--- src/shared/etocc_pkg.sv ---
// package: register map, field positions and modes of the enhanced timer output block
package etocc_pkg;
	// register byte addresses (word aligned)
	localparam logic [5:0] ADDR_CTRL0    = 6'h00;
	localparam logic [5:0] ADDR_CTRL_A   = 6'h04;
	localparam logic [5:0] ADDR_CTRL_B   = 6'h08;
	localparam logic [5:0] ADDR_CNT_LO   = 6'h0c;
	localparam logic [5:0] ADDR_CNT_HI   = 6'h10;
	localparam logic [5:0] ADDR_CMPA_LO  = 6'h14;
	localparam logic [5:0] ADDR_CMPA_HI  = 6'h18;
	localparam logic [5:0] ADDR_CMPB_LO  = 6'h1c;
	localparam logic [5:0] ADDR_CMPB_HI  = 6'h20;
	localparam logic [5:0] ADDR_ADJ_LAST = 6'h20;
	// control register 0 (own): timer on bit and period comparator value
	localparam int         ON_POS        = 3;
	localparam int         PER_POS       = 0;
	// mode / pin function / level / invert field positions (A and B alike)
	localparam int         MODE_POS      = 6;
	localparam int         FUNC_POS      = 4;
	localparam int         LEVEL_POS     = 3;
	localparam int         INV_POS       = 2;
	localparam int         DIR_POS       = 1;
	localparam int         CLR_POS       = 0;
	localparam int         ALIGN_POS     = 0;
	localparam logic [7:0] CTRL_RESET    = 8'h00;
	localparam logic [9:0] CMP_RESET     = 10'h000;
	localparam logic [9:0] CNT_MAX       = 10'h3ff;
	// channel modes
	localparam logic [1:0] MODE_CMP      = 2'h0;
	localparam logic [1:0] MODE_CAP      = 2'h1;
	localparam logic [1:0] MODE_PWM      = 2'h2;
	localparam logic [1:0] MODE_TMR      = 2'h3;
	// compare output pin functions
	localparam logic [1:0] CF_NONE       = 2'h0;
	localparam logic [1:0] CF_LOW        = 2'h1;
	localparam logic [1:0] CF_HIGH       = 2'h2;
	localparam logic [1:0] CF_TOGGLE     = 2'h3;
	// pwm pin functions
	localparam logic [1:0] PF_INACTIVE   = 2'h0;
	localparam logic [1:0] PF_ACTIVE     = 2'h1;
	localparam logic [1:0] PF_PWM        = 2'h2;
	localparam logic [1:0] PF_PULSE      = 2'h3;
	// capture triggers
	localparam logic [1:0] CAP_RISE      = 2'h0;
	localparam logic [1:0] CAP_FALL      = 2'h1;
	localparam logic [1:0] CAP_BOTH      = 2'h2;
	// pwm alignment
	localparam logic [1:0] AL_EDGE       = 2'h0;
	localparam logic [1:0] AL_UP         = 2'h1;
	localparam logic [1:0] AL_DOWN       = 2'h2;
	localparam logic [1:0] AL_BOTH       = 2'h3;
	localparam int         NUM_B_PINS    = 3;
endpackage

--- src/etocc_top.sv ---
// module: 10-bit up/down timer with two compare/capture channels and wishbone registers
module etocc_top
	import etocc_pkg::*;
(
	input  wire logic                  clk_i,
	input  wire logic                  rst_i,
	input  wire logic                  wb_cyc_i,
	input  wire logic                  wb_stb_i,
	input  wire logic                  wb_we_i,
	input  wire logic [31:0]           wb_adr_i,
	input  wire logic [3:0]            wb_sel_i,
	input  wire logic [31:0]           wb_dat_i,
	output logic      [31:0]           wb_dat_o,
	output logic                       wb_ack_o,
	output logic                       wb_err_o,
	input  wire logic                  count_en_i,
	input  wire logic                  chan_a_pin_i,
	output logic                       chan_a_pin_o,
	output logic                       chan_a_pin_oe_n_o,
	input  wire logic [NUM_B_PINS-1:0] chan_b_pin_i,
	output logic      [NUM_B_PINS-1:0] chan_b_pin_o,
	output logic      [NUM_B_PINS-1:0] chan_b_pin_oe_n_o
);
	// ----------------------------------------------------------------
	// registers
	// ----------------------------------------------------------------
	logic       timer_on_bit;
	logic [2:0] period_compare_value;
	logic [7:0] ctrl_a;
	logic [7:0] ctrl_b;
	logic [9:0] compare_a_value;
	logic [9:0] compare_b_value;
	logic [9:0] count;
	logic       count_dir_flag;
	logic       on_q;
	logic       on_rise;
	logic       req;
	logic       hit;
	logic [7:0] wbyte;
	logic [7:0] next_rdata;

	assign req   = wb_cyc_i && wb_stb_i && !wb_ack_o && !wb_err_o;
	assign hit   = (wb_adr_i[31:6] == 26'h0) && (wb_adr_i[1:0] == 2'h0)
		&& (wb_adr_i[5:0] <= ADDR_ADJ_LAST);
	assign wbyte = wb_dat_i[7:0];

	always_ff @(posedge clk_i)
	begin
		if (rst_i)
		begin
			timer_on_bit         <= 1'b0;
			period_compare_value <= 3'h0;
			ctrl_a               <= CTRL_RESET;
			ctrl_b               <= CTRL_RESET;
			compare_a_value      <= CMP_RESET;
			compare_b_value      <= CMP_RESET;
		end
		else if (req && hit && wb_we_i && wb_sel_i[0])
		begin
			case (wb_adr_i[5:0])
				ADDR_CTRL0:
				begin
					timer_on_bit         <= wbyte[ON_POS];
					period_compare_value <= wbyte[PER_POS+:3];
				end
				ADDR_CTRL_A:  ctrl_a <= {wbyte[7:2], 1'b0, wbyte[CLR_POS]};
				ADDR_CTRL_B:  ctrl_b <= wbyte;
				ADDR_CMPA_LO: compare_a_value[7:0] <= wbyte;
				ADDR_CMPA_HI: compare_a_value[9:8] <= wbyte[1:0];
				ADDR_CMPB_LO: compare_b_value[7:0] <= wbyte;
				ADDR_CMPB_HI: compare_b_value[9:8] <= wbyte[1:0];
				default:      ;
			endcase
		end
	end

	always_comb
	begin
		next_rdata = 8'h00;
		case (wb_adr_i[5:0])
			ADDR_CTRL0:   next_rdata = {4'h0, timer_on_bit, period_compare_value};
			ADDR_CTRL_A:  next_rdata = {ctrl_a[7:2], count_dir_flag, ctrl_a[CLR_POS]};
			ADDR_CTRL_B:  next_rdata = ctrl_b;
			ADDR_CNT_LO:  next_rdata = count[7:0];
			ADDR_CNT_HI:  next_rdata = {6'h00, count[9:8]};
			ADDR_CMPA_LO: next_rdata = compare_a_value[7:0];
			ADDR_CMPA_HI: next_rdata = {6'h00, compare_a_value[9:8]};
			ADDR_CMPB_LO: next_rdata = compare_b_value[7:0];
			ADDR_CMPB_HI: next_rdata = {6'h00, compare_b_value[9:8]};
			default:      next_rdata = 8'h00;
		endcase
	end

	always_ff @(posedge clk_i)
	begin
		if (rst_i)
		begin
			wb_ack_o <= 1'b0;
			wb_err_o <= 1'b0;
			wb_dat_o <= 32'h0;
		end
		else
		begin
			wb_ack_o <= req && hit;
			wb_err_o <= req && !hit;
			if (req && hit && !wb_we_i)
				wb_dat_o <= {24'h0, next_rdata};
		end
	end

	// ----------------------------------------------------------------
	// counter
	// ----------------------------------------------------------------
	logic [1:0] mode_a;
	logic [1:0] mode_b;
	logic [1:0] align;
	logic       centre;
	logic       match_a;
	logic       match_b;
	logic       match_p;
	logic       clear_now;
	logic       tick;

	assign mode_a  = ctrl_a[MODE_POS+:2];
	assign mode_b  = ctrl_b[MODE_POS+:2];
	assign align   = ctrl_b[ALIGN_POS+:2];
	assign centre  = (mode_b == MODE_PWM) && (align != AL_EDGE);
	assign tick    = timer_on_bit && count_en_i;
	assign on_rise = timer_on_bit && !on_q;
	assign match_a = tick && (count == compare_a_value);
	assign match_b = tick && (count == compare_b_value);
	// period match on the top three bits, zero means a full 1024 count
	assign match_p = tick && (period_compare_value != 3'h0)
		&& (count == {period_compare_value, 7'h00});

	always_comb
	begin
		clear_now = 1'b0;
		if (mode_b == MODE_CAP)
			clear_now = 1'b0;
		else if (ctrl_a[CLR_POS] && !(mode_b == MODE_PWM && ctrl_b[FUNC_POS+:2] == PF_PULSE))
			clear_now = match_a;
		else
			clear_now = match_p;
	end

	always_ff @(posedge clk_i)
	begin
		if (rst_i)
			on_q <= 1'b0;
		else
			on_q <= timer_on_bit;
	end

	always_ff @(posedge clk_i)
	begin
		if (rst_i)
		begin
			count          <= 10'h000;
			count_dir_flag <= 1'b0;
		end
		else if (on_rise)
		begin
			count          <= 10'h000;
			count_dir_flag <= 1'b0;
		end
		else if (tick)
		begin
			if (centre)
			begin
				if (!count_dir_flag && (clear_now || count == CNT_MAX))
					count_dir_flag <= 1'b1;
				else if (count_dir_flag && count == 10'h001)
					count_dir_flag <= 1'b0;
				count <= count_dir_flag ? count - 10'h001 : count + 10'h001;
			end
			else if (clear_now)
				count <= 10'h000;
			else
				count <= count + 10'h001; // wraps at full range
		end
	end

	// ----------------------------------------------------------------
	// channel pins
	// ----------------------------------------------------------------
	logic [1:0] ch_mode  [2];
	logic [1:0] ch_func  [2];
	logic       ch_level [2];
	logic       ch_inv   [2];
	logic       ch_match [2];
	logic       ch_in    [2];
	logic       ch_out   [2];
	logic       ch_oe_n  [2];
	logic       ch_cap   [2];

	assign ch_mode[0]  = mode_a;
	assign ch_mode[1]  = mode_b;
	assign ch_match[0] = match_a;
	assign ch_match[1] = match_b;
	assign ch_in[0]    = chan_a_pin_i;
	assign ch_in[1]    = chan_b_pin_i[0];

	genvar g;
	generate
		for (g = 0; g < 2; g++)
		begin : g_chan
			logic state;
			logic in_q;
			logic pulse_done;
			logic phase_ok;
			logic active;
			assign ch_func[g]  = (g == 0) ? ctrl_a[FUNC_POS+:2] : ctrl_b[FUNC_POS+:2];
			assign ch_level[g] = (g == 0) ? ctrl_a[LEVEL_POS] : ctrl_b[LEVEL_POS];
			assign ch_inv[g]   = (g == 0) ? ctrl_a[INV_POS] : ctrl_b[INV_POS];
			// centre aligned duty match only in the selected direction
			assign phase_ok = !centre || align == AL_BOTH
				|| (align == AL_UP && !count_dir_flag) || (align == AL_DOWN && count_dir_flag);

			always_ff @(posedge clk_i)
			begin
				if (rst_i)
				begin
					state      <= 1'b0;
					pulse_done <= 1'b0;
				end
				else if (on_rise)
				begin
					state      <= ch_level[g];
					pulse_done <= 1'b0;
				end
				else if (ch_mode[g] == MODE_CMP && ch_match[g])
				begin
					case (ch_func[g])
						CF_LOW:    state <= 1'b0;
						CF_HIGH:   state <= 1'b1;
						CF_TOGGLE: state <= !state;
						default:   state <= state;
					endcase
				end
				else if (ch_mode[g] == MODE_PWM && ch_match[g] && phase_ok)
					pulse_done <= 1'b1;
			end

			// active phase before the duty match
			always_comb
			begin
				active = 1'b0;
				case (ch_func[g])
					PF_INACTIVE: active = 1'b0;
					PF_ACTIVE:   active = 1'b1;
					PF_PWM:      active = timer_on_bit && (centre ?
						(count < ((g == 0) ? compare_a_value : compare_b_value))
						: (count < ((g == 0) ? compare_a_value : compare_b_value)));
					PF_PULSE:    active = timer_on_bit && !pulse_done;
					default:     active = 1'b0;
				endcase
			end

			always_comb
			begin
				ch_out[g]  = 1'b0;
				ch_oe_n[g] = 1'b1;
				case (ch_mode[g])
					MODE_CMP:
					begin
						ch_out[g]  = state ^ ch_inv[g];
						ch_oe_n[g] = 1'b0;
					end
					MODE_PWM:
					begin
						ch_out[g]  = (active ~^ ch_level[g]) ^ ch_inv[g];
						ch_oe_n[g] = 1'b0;
					end
					default:
					begin
						ch_out[g]  = 1'b0; // pin released
						ch_oe_n[g] = 1'b1;
					end
				endcase
			end

			always_ff @(posedge clk_i)
			begin
				if (rst_i)
					in_q <= 1'b0;
				else
					in_q <= ch_in[g];
			end

			always_comb
			begin
				ch_cap[g] = 1'b0;
				case (ch_func[g])
					CAP_RISE: ch_cap[g] = ch_in[g] && !in_q;
					CAP_FALL: ch_cap[g] = !ch_in[g] && in_q;
					CAP_BOTH: ch_cap[g] = ch_in[g] != in_q;
					default:  ch_cap[g] = 1'b0;
				endcase
				if (ch_mode[g] != MODE_CAP)
					ch_cap[g] = 1'b0;
			end
		end
	endgenerate

	// captured count for channel pins; held in cap_a and cap_b, not readable on the bus
	logic [9:0] cap_a;
	logic [9:0] cap_b;
	always_ff @(posedge clk_i)
	begin
		if (rst_i)
		begin
			cap_a <= 10'h000;
			cap_b <= 10'h000;
		end
		else
		begin
			if (ch_cap[0])
				cap_a <= count;
			if (ch_cap[1])
				cap_b <= count;
		end
	end

	assign chan_a_pin_o      = ch_out[0];
	assign chan_a_pin_oe_n_o = ch_oe_n[0];
	assign chan_b_pin_o      = {NUM_B_PINS{ch_out[1]}};
	assign chan_b_pin_oe_n_o = {NUM_B_PINS{ch_oe_n[1]}};
endmodule

--- config.mk ---
export PLATFORM = sky130hd
export DESIGN_NAME = etocc_top
export DESIGN_NICKNAME = d
export VERILOG_FILES = /design/src/shared/etocc_pkg.sv /design/src/etocc_top.sv
export SDC_FILE = /design/constraint.sdc
export NUM_CORES = 1
export LEC_CHECK = 0
export BUFFER_PORTS_ARGS = -buffer_cell sky130_fd_sc_hd__buf_2
export CORE_ASPECT_RATIO = 0.8
export CORE_MARGIN = 3
export CORE_UTILIZATION = 25
export CTS_BUF_LIST = sky130_fd_sc_hd__clkbuf_2 sky130_fd_sc_hd__clkbuf_4 sky130_fd_sc_hd__clkbuf_8
export DETAILED_ROUTE_END_ITERATION = 6
export PLACE_DENSITY_LB_ADDON = 0.08
export SYNTH_ARGS = -nofsm -noshare
export SYNTH_HDL_FRONTEND = slang
export SYNTH_SLANG_ARGS = --single-unit
--- constraint.sdc ---
create_clock -name clk_i -period 5.15 [get_ports clk_i]
set_input_delay 0.2575 -clock clk_i [delete_from_list [all_inputs] [get_ports clk_i]]
set_output_delay 0.2575 -clock clk_i [all_outputs]
set_load 0.02 [all_outputs]
## Yosys cells after proc, flatten, opt, wreduce, memory -nomap -nowiden

Index checks and enable logic that the tools add are counted.

| cells by class | value |
|---|---|
| bitwise operators | 8 |
| mux-type cells | 20 |
| eq/ne operators | 25 |
| order comparisons | 3 |
| reductions and logical operators | 78 |
| add/sub/neg operators | 2 |

Operators by type and width:

| cell | number |
|---|---|
| $pmux 8 s9 | 1 |
| $logic_and 1x1->1 | 33 |
| $eq 10x10->1 | 3 |
| $mux 10 | 3 |
| $logic_not 26->1 | 1 |
| $eq 6x5->1 const B | 4 |
| $reduce_and 2->1 | 11 |
| $lt 10x10->1 | 2 |
| $eq 2x2->1 const B | 8 |
| $eq 6x4->1 const B | 2 |
| $logic_not 1->1 | 12 |
| $add 10x1->10 const B | 1 |
| $eq 10x1->1 const B | 1 |
| $eq 10x10->1 const B | 1 |
| $logic_not 2->1 | 5 |
| $mux 1 | 10 |
| $sub 10x1->10 const B | 1 |
| $eq 2x1->1 const B | 4 |
| $pmux 1 s4 | 2 |
| $reduce_bool 2->1 | 4 |
| $reduce_bool 4->1 | 2 |
| $eq 6x3->1 const B | 1 |
| $eq 6x6->1 const B | 1 |
| $le 6x6->1 const B | 1 |
| 10 further kinds | 22 |

| word-level totals | value |
|---|---|
| output and inout port bits | 42 |
| input port bits | 78 |
| bits in registers | 65 |
| logic and storage cells | 154 |

## Logic depth before layout (Yosys ltp)

| logic depth | value |
|---|---|
| word-level depth | 10 |
| gate-level depth with buffers | 9 |
| gate-level depth less buffers | 8 |

## Worst setup path after synthesis

OpenSTA, ideal clock, no wires.

| path | value |
|---|---|
| kind | register to output |
| start point | register count[9] |
| end point | output port chan_b_pin_o[1] |
| data required time | 4.893 ns |
| arrival time | 2.409 ns |
| buffers on the path | 1 |
| slack | 2.483 ns |
| cell stages (with the launch flop) | 8 |
| path through | dfxtp_1 > ha_1 > a211o_1 > a21oi_1 > o211ai_1 > o2111a_1 > o31ai_1 > buf_4 |

| on the way | value |
|---|---|
| longest elaborated chain between the ends | 6 |

Ends and longest elaborated chain:

| element | line | RTL |
|---|---|---|
| start, declared | etocc_top.sv:33 | `logic [9:0] count;` |
| start signal, assigned | etocc_top.sv:175 | `count <= count_dir_flag ? count - 10'h001 : count + 10'h001;` |
| start signal, assigned | etocc_top.sv:180 | `count <= count + 10'h001;` |
| $lt 10x10->1 | etocc_top.sv:253, etocc_top.sv:254 |  |
| $logic_and 1x1->1 | etocc_top.sv:252 | `PF_PWM: active = timer_on_bit && (centre ?` |
| $pmux 1 s4 | etocc_top.sv:249 | `case (ch_func[g])` |
| $xnor 1x1->1 | etocc_top.sv:272 | `ch_out[g] = (active ~^ ch_level[g]) ^ ch_inv[g];` |
| $xor 1x1->1 | etocc_top.sv:272 |  |
| $pmux 1 s2 | etocc_top.sv:264 | `case (ch_mode[g])` |
| end, declared | etocc_top.sv:21 | `output logic [NUM_B_PINS-1:0] chan_b_pin_o,` |

No other way between the ends.

## Final worst setup path

| path | value |
|---|---|
| start point | register count[9] |
| end point | output port chan_a_pin_o |

| on the way | value |
|---|---|
| longest elaborated chain between the ends | 6 |

Ends and longest elaborated chain:

| element | line | RTL |
|---|---|---|
| $lt 10x10->1 | etocc_top.sv:253, etocc_top.sv:254 |  |
| $logic_and 1x1->1 | etocc_top.sv:252 |  |
| $pmux 1 s4 | etocc_top.sv:249 |  |
| $xnor 1x1->1 | etocc_top.sv:272 |  |
| $xor 1x1->1 | etocc_top.sv:272 |  |
| $pmux 1 s2 | etocc_top.sv:264 |  |
| end, declared | etocc_top.sv:18 | `output logic chan_a_pin_o,` |

No other way between the ends.

==> parameters.txt <==
Parameter                              Value

Placed design
  Port-buffer cells ... 64
  Pre-CTS setup slack ... 2.348 ns
  Detailed-placement wirelength estimate ... 11090 µm
  Final RePlAce weighted congestion ... 0.8601
  Placed cell area ... 4659 µm²

Run status
  Status ... finished clean

Synthesis
  Post-synthesis area per instance ... 7.872 µm²
  Synth unique cells ... 59
  Yosys Warn Count ... 0
  Cell count after synthesis ... 545
  Post-synthesis register bit count ... 65
  Ys async rst share ... 0
  Sequential cell area fraction in the yosys report ... 0.3033
  Predominant post-synthesis flop cell ... sky130_fd_sc_hd__dfxtp_1
  Number of enable flip-flop cells after synthesis ... 0
  Combined area of all synthesized cells ... 4290 µm²

Pwr
  Combinational power share ... 0.065
  Leakage dissipation ... 1.741 nW
  Reg power frac ... 0.492
  Post-layout total power ... 0.001022 W
  Worst ir drop on vdd ... 0.1018 mV
  Switching power summed over all nets ... 0.0002684 W
  Internal power summed over all cells ... 0.0007537 W
  Pwr dens ... 210.5 nW/µm²
  Switching share of power ... 0.2626
  Clock network fraction of total power ... 0.443

Finish
  Most frequent standard cell in the layout excluding fill and tap cells ... sky130_fd_sc_hd__dfxtp_1
  Highest-count cells in the layout ignoring fill and taps ... 65 x sky130_fd_sc_hd__dfxtp_1, 64 x sky130_fd_sc_hd__buf_2, 49 x sky130_fd_sc_hd__a21oi_1
  Synth-to-layout area growth ... 13.15%
  # fillers ... 1821
  Antenna Cells ... 0
  Number of nets in the layout ... 695
  Share of post-route cells with drive strength above 1 ... 0.1684
  Utilization of the core after routing ... 0.2914
  Post-Layout Inst Area ... 4855 µm²

STA
  Measured slew at the worst slew-check pin ... 0.8404 ns
  Setup tns final ... 0 ns
  RSZ-0062 raised after global routing ... no
  Slew headroom ... 0.4351
  Fin. max-slew vios ... 0
  Final clock period utilization by the worst path ... 0.6006
  Clock skew ... 0.006380 ns
  Maximum clock frequency ... 0.3233 GHz
  Number of setup violations in the final report ... 0
  Final critical path time including I/O delays and setup ... 3.093 ns
  Number of hold violations in the final report ... 0
  PnR worst setup slack ... 2.057 ns

Drt
  Drt initial violations ... 247
  Met3 WL ... 980 µm
  Detailed Route WL ... 14760 µm
  Wire per inst ... 18.13 µm
  Via total after detailed routing ... 4044
  Sum of met2 wire segment lengths after detailed routing ... 6115 µm
  DRC ... 0
  Number of vias per cell after detailed routing ... 4.968
  Total iterations of the first detailed-routing run ... 5
  Post-route antenna net violation count ... 0
  Uppermost layer routed ... met4
  Metal-1 WL ... 7433 µm

Setup path
  WP depth ... 8
  Arrival time reported for the critical path endpoint ... 2.84 ns
  Worst-case register-to-register setup slack ... 2.41 ns
  CP Data Required Time ... 4.89 ns
  Start-to-end type of the worst setup path ... reg2out
  Terminus of the critical flop-to-flop path ... period_compare_value[1]
  Category of the worst setup path launch point ... flip-flop
  Largest delay contributor family on the critical path ... multiplexers
  Capturing element type of the critical path ... primary output
  Timing endpoint of the critical path ... chan_a_pin_o
  Most frequent CP cell ... sky130_fd_sc_hd__mux2_2
  Highest net fanout along the worst path ... 8
  Length in cells of the worst reg-to-reg path ... 6
  CP max stage delay ... 0.55 ns
  Source of the worst register-to-register timing path ... wb_ack_o
  Crit path buffers/inverters ... 1
  Critical path launch point ... count[9]
  Slowest library cell on the worst path ... sky130_fd_sc_hd__dfxtp_1
  Ordered cell list for the critical path ... ha_1 > a211oi_1 > o21ai_0 > a21oi_1 > mux2_2 > nor3_1 > mux2_2 > buf_2

Global route
  Global-route wire length before repair ... 22740 µm
  Largest net degree at the start of global routing ... 54
  Total gr overflow ... 0
  Global routing usage summed across all routing layers ... 0.1589
  Vias in the first global route ... 3870
  Number of antenna violations at the first check in global routing ... 0

CTS
  Clock Tree Buf Depth ... 2
  Number of sinks handled by clock tree synthesis ... 65
  Gates resized, CTS repair ... 0
  Clock insertion delay at the later pin of the skew report ... 0.37 ns
  TritonCTS clock tree ... done
  Post-CTS repair timing setup buffer count ... 0
  Number of buffers created by CTS ... 9
  Clock root cell ... sky130_fd_sc_hd__clkbuf_8
  CTS clk-pin slew, worst paths ... 0.08 ns
  Deepest level of the CTS H-tree ... 3
  Post-cts hold buffer count ... 0

Floorplanning
  Y dimension of the die ... 123.2 µm
  Die area ... 18780 µm²
  Effective utilization at floorplan ... 0.2575
  Die Span X ... 152.5 µm
  Number of rows in the core area ... 42
  Area of the core ... 16660 µm²
  I/O pin count ... 120

Job
  Number of max-capacitance violations reported ... 0

Min path
  Path class of the lowest-slack min-delay path ... in2reg
==> sequential cells by signal, indices dropped and copies added (netlist names), 3 cells and up <==
register,count
compare_a_value,10
compare_b_value,10
count,10
ctrl_a,7
ctrl_b,8
period_compare_value,3
wb_dat_o,8
==> through the flow <==
stage,hold slack [ns],instances
after global placement,0.4674,798
final,0.1887,814
after detailed placement,0.4697,798
after global routing,0.1816,814
after floorplan,0.3935,568
after CTS,0.1669,814
==> final cells by class <==
type / count / area (µm²) / share of cell area
clock buffer: 10 / 137.6 / 0.02835
clock inverter: 6 / 57.56 / 0.01186
inverter: 33 / 123.9 / 0.02552
multi-input combinational: 414 / 2624 / 0.5405
sequential: 65 / 1301 / 0.2680
tap: 220 / 275.3 / 0.05670
timing repair buffer: 66 / 335.3 / 0.06907
==> power by group through the flow <==
stage	registers, W	clock network [W]	logic, W
2_1_floorplan	0.000515	0	0.0000458
3_3_place_gp	0.000514	0	0.0000662
3_5_place_dp	0.000514	0	0.0000666
4_1_cts	0.000502	0.000471	0.0000667
5_1_grt	0.000502	0.000488	0.0000719
6_report	0.000503	0.000453	0.0000665
==> worst register-to-register path: stages, from the launching register on <==
cell	delay, ns
sky130_fd_sc_hd__dfxtp_1	0.31
sky130_fd_sc_hd__or4bb_1	0.61
sky130_fd_sc_hd__nor2_1	0.25
sky130_fd_sc_hd__nand4_4	0.50
sky130_fd_sc_hd__nor2b_1	0.64
sky130_fd_sc_hd__mux2i_1	0.25
sky130_fd_sc_hd__nor2_1	0.06
==> Yosys cell counts, types with 4 or more instances <==
cell                       count  area [µm²]
sky130_fd_sc_hd__a21oi_1      49       245.2
sky130_fd_sc_hd__nor2_1       48       180.2
sky130_fd_sc_hd__nand2b_1      6       37.54
sky130_fd_sc_hd__nor4_1       10       62.56
sky130_fd_sc_hd__o21ai_0      39       195.2
sky130_fd_sc_hd__a211oi_1      6       45.04
sky130_fd_sc_hd__nor2_2        4       25.02
sky130_fd_sc_hd__or4_1         5       37.54
sky130_fd_sc_hd__a22oi_1      11       82.58
sky130_fd_sc_hd__dfxtp_1      65        1301
sky130_fd_sc_hd__o221ai_1      5       43.79
sky130_fd_sc_hd__nor2b_1      11       68.82
sky130_fd_sc_hd__ha_1         28       350.3
sky130_fd_sc_hd__a221oi_1      4       35.03
sky130_fd_sc_hd__nand3_1       6       30.03
sky130_fd_sc_hd__nand4_1      10       62.56
sky130_fd_sc_hd__inv_1        33       123.9
sky130_fd_sc_hd__and4_1        4       35.03
sky130_fd_sc_hd__nand2_1      47       176.4
sky130_fd_sc_hd__a311oi_1      5       43.79
sky130_fd_sc_hd__clkbuf_1     23       86.33
sky130_fd_sc_hd__nor3_1       13       65.06
sky130_fd_sc_hd__a21o_1        4       30.03
sky130_fd_sc_hd__and3_1        6       37.54
sky130_fd_sc_hd__mux2i_1      11       110.1
sky130_fd_sc_hd__xnor2_1       9       78.83
sky130_fd_sc_hd__buf_4        28       210.2
==> kinds of logic after synthesis <==
logic type	after synthesis	synth area share
fa+ha+maj	28	0.08166
flops	65	0.3033
xor+xnor	12	0.02450
simple gates	195	0.2461
buf+inv	89	0.1053
other cells	1	0.0008741
compound gates	142	0.2074
mux	13	0.03091
==> how the worst min path moves through the flow <==
stage,from,endpoint,depth (start not counted)
floorplan,wb_dat_i[0],compare_a_value[0],2
global placement,compare_a_value[4],compare_a_value[4],2
detailed placement,g_chan[0].pulse_done,g_chan[0].pulse_done,2
CTS,wb_dat_i[5],ctrl_b[5],3
global route,wb_dat_i[7],compare_b_value[7],3
finish,wb_dat_i[5],compare_a_value[5],3
==> per-layer routing <==
metal,GRT usage,up-vias
met5,0,-
met4,0.05008,0
met3,0.04199,13
met2,0.2392,135
met1,0.2231,1908
li1,-,1988
No activity file was read; power rests on OpenSTA's default activity.
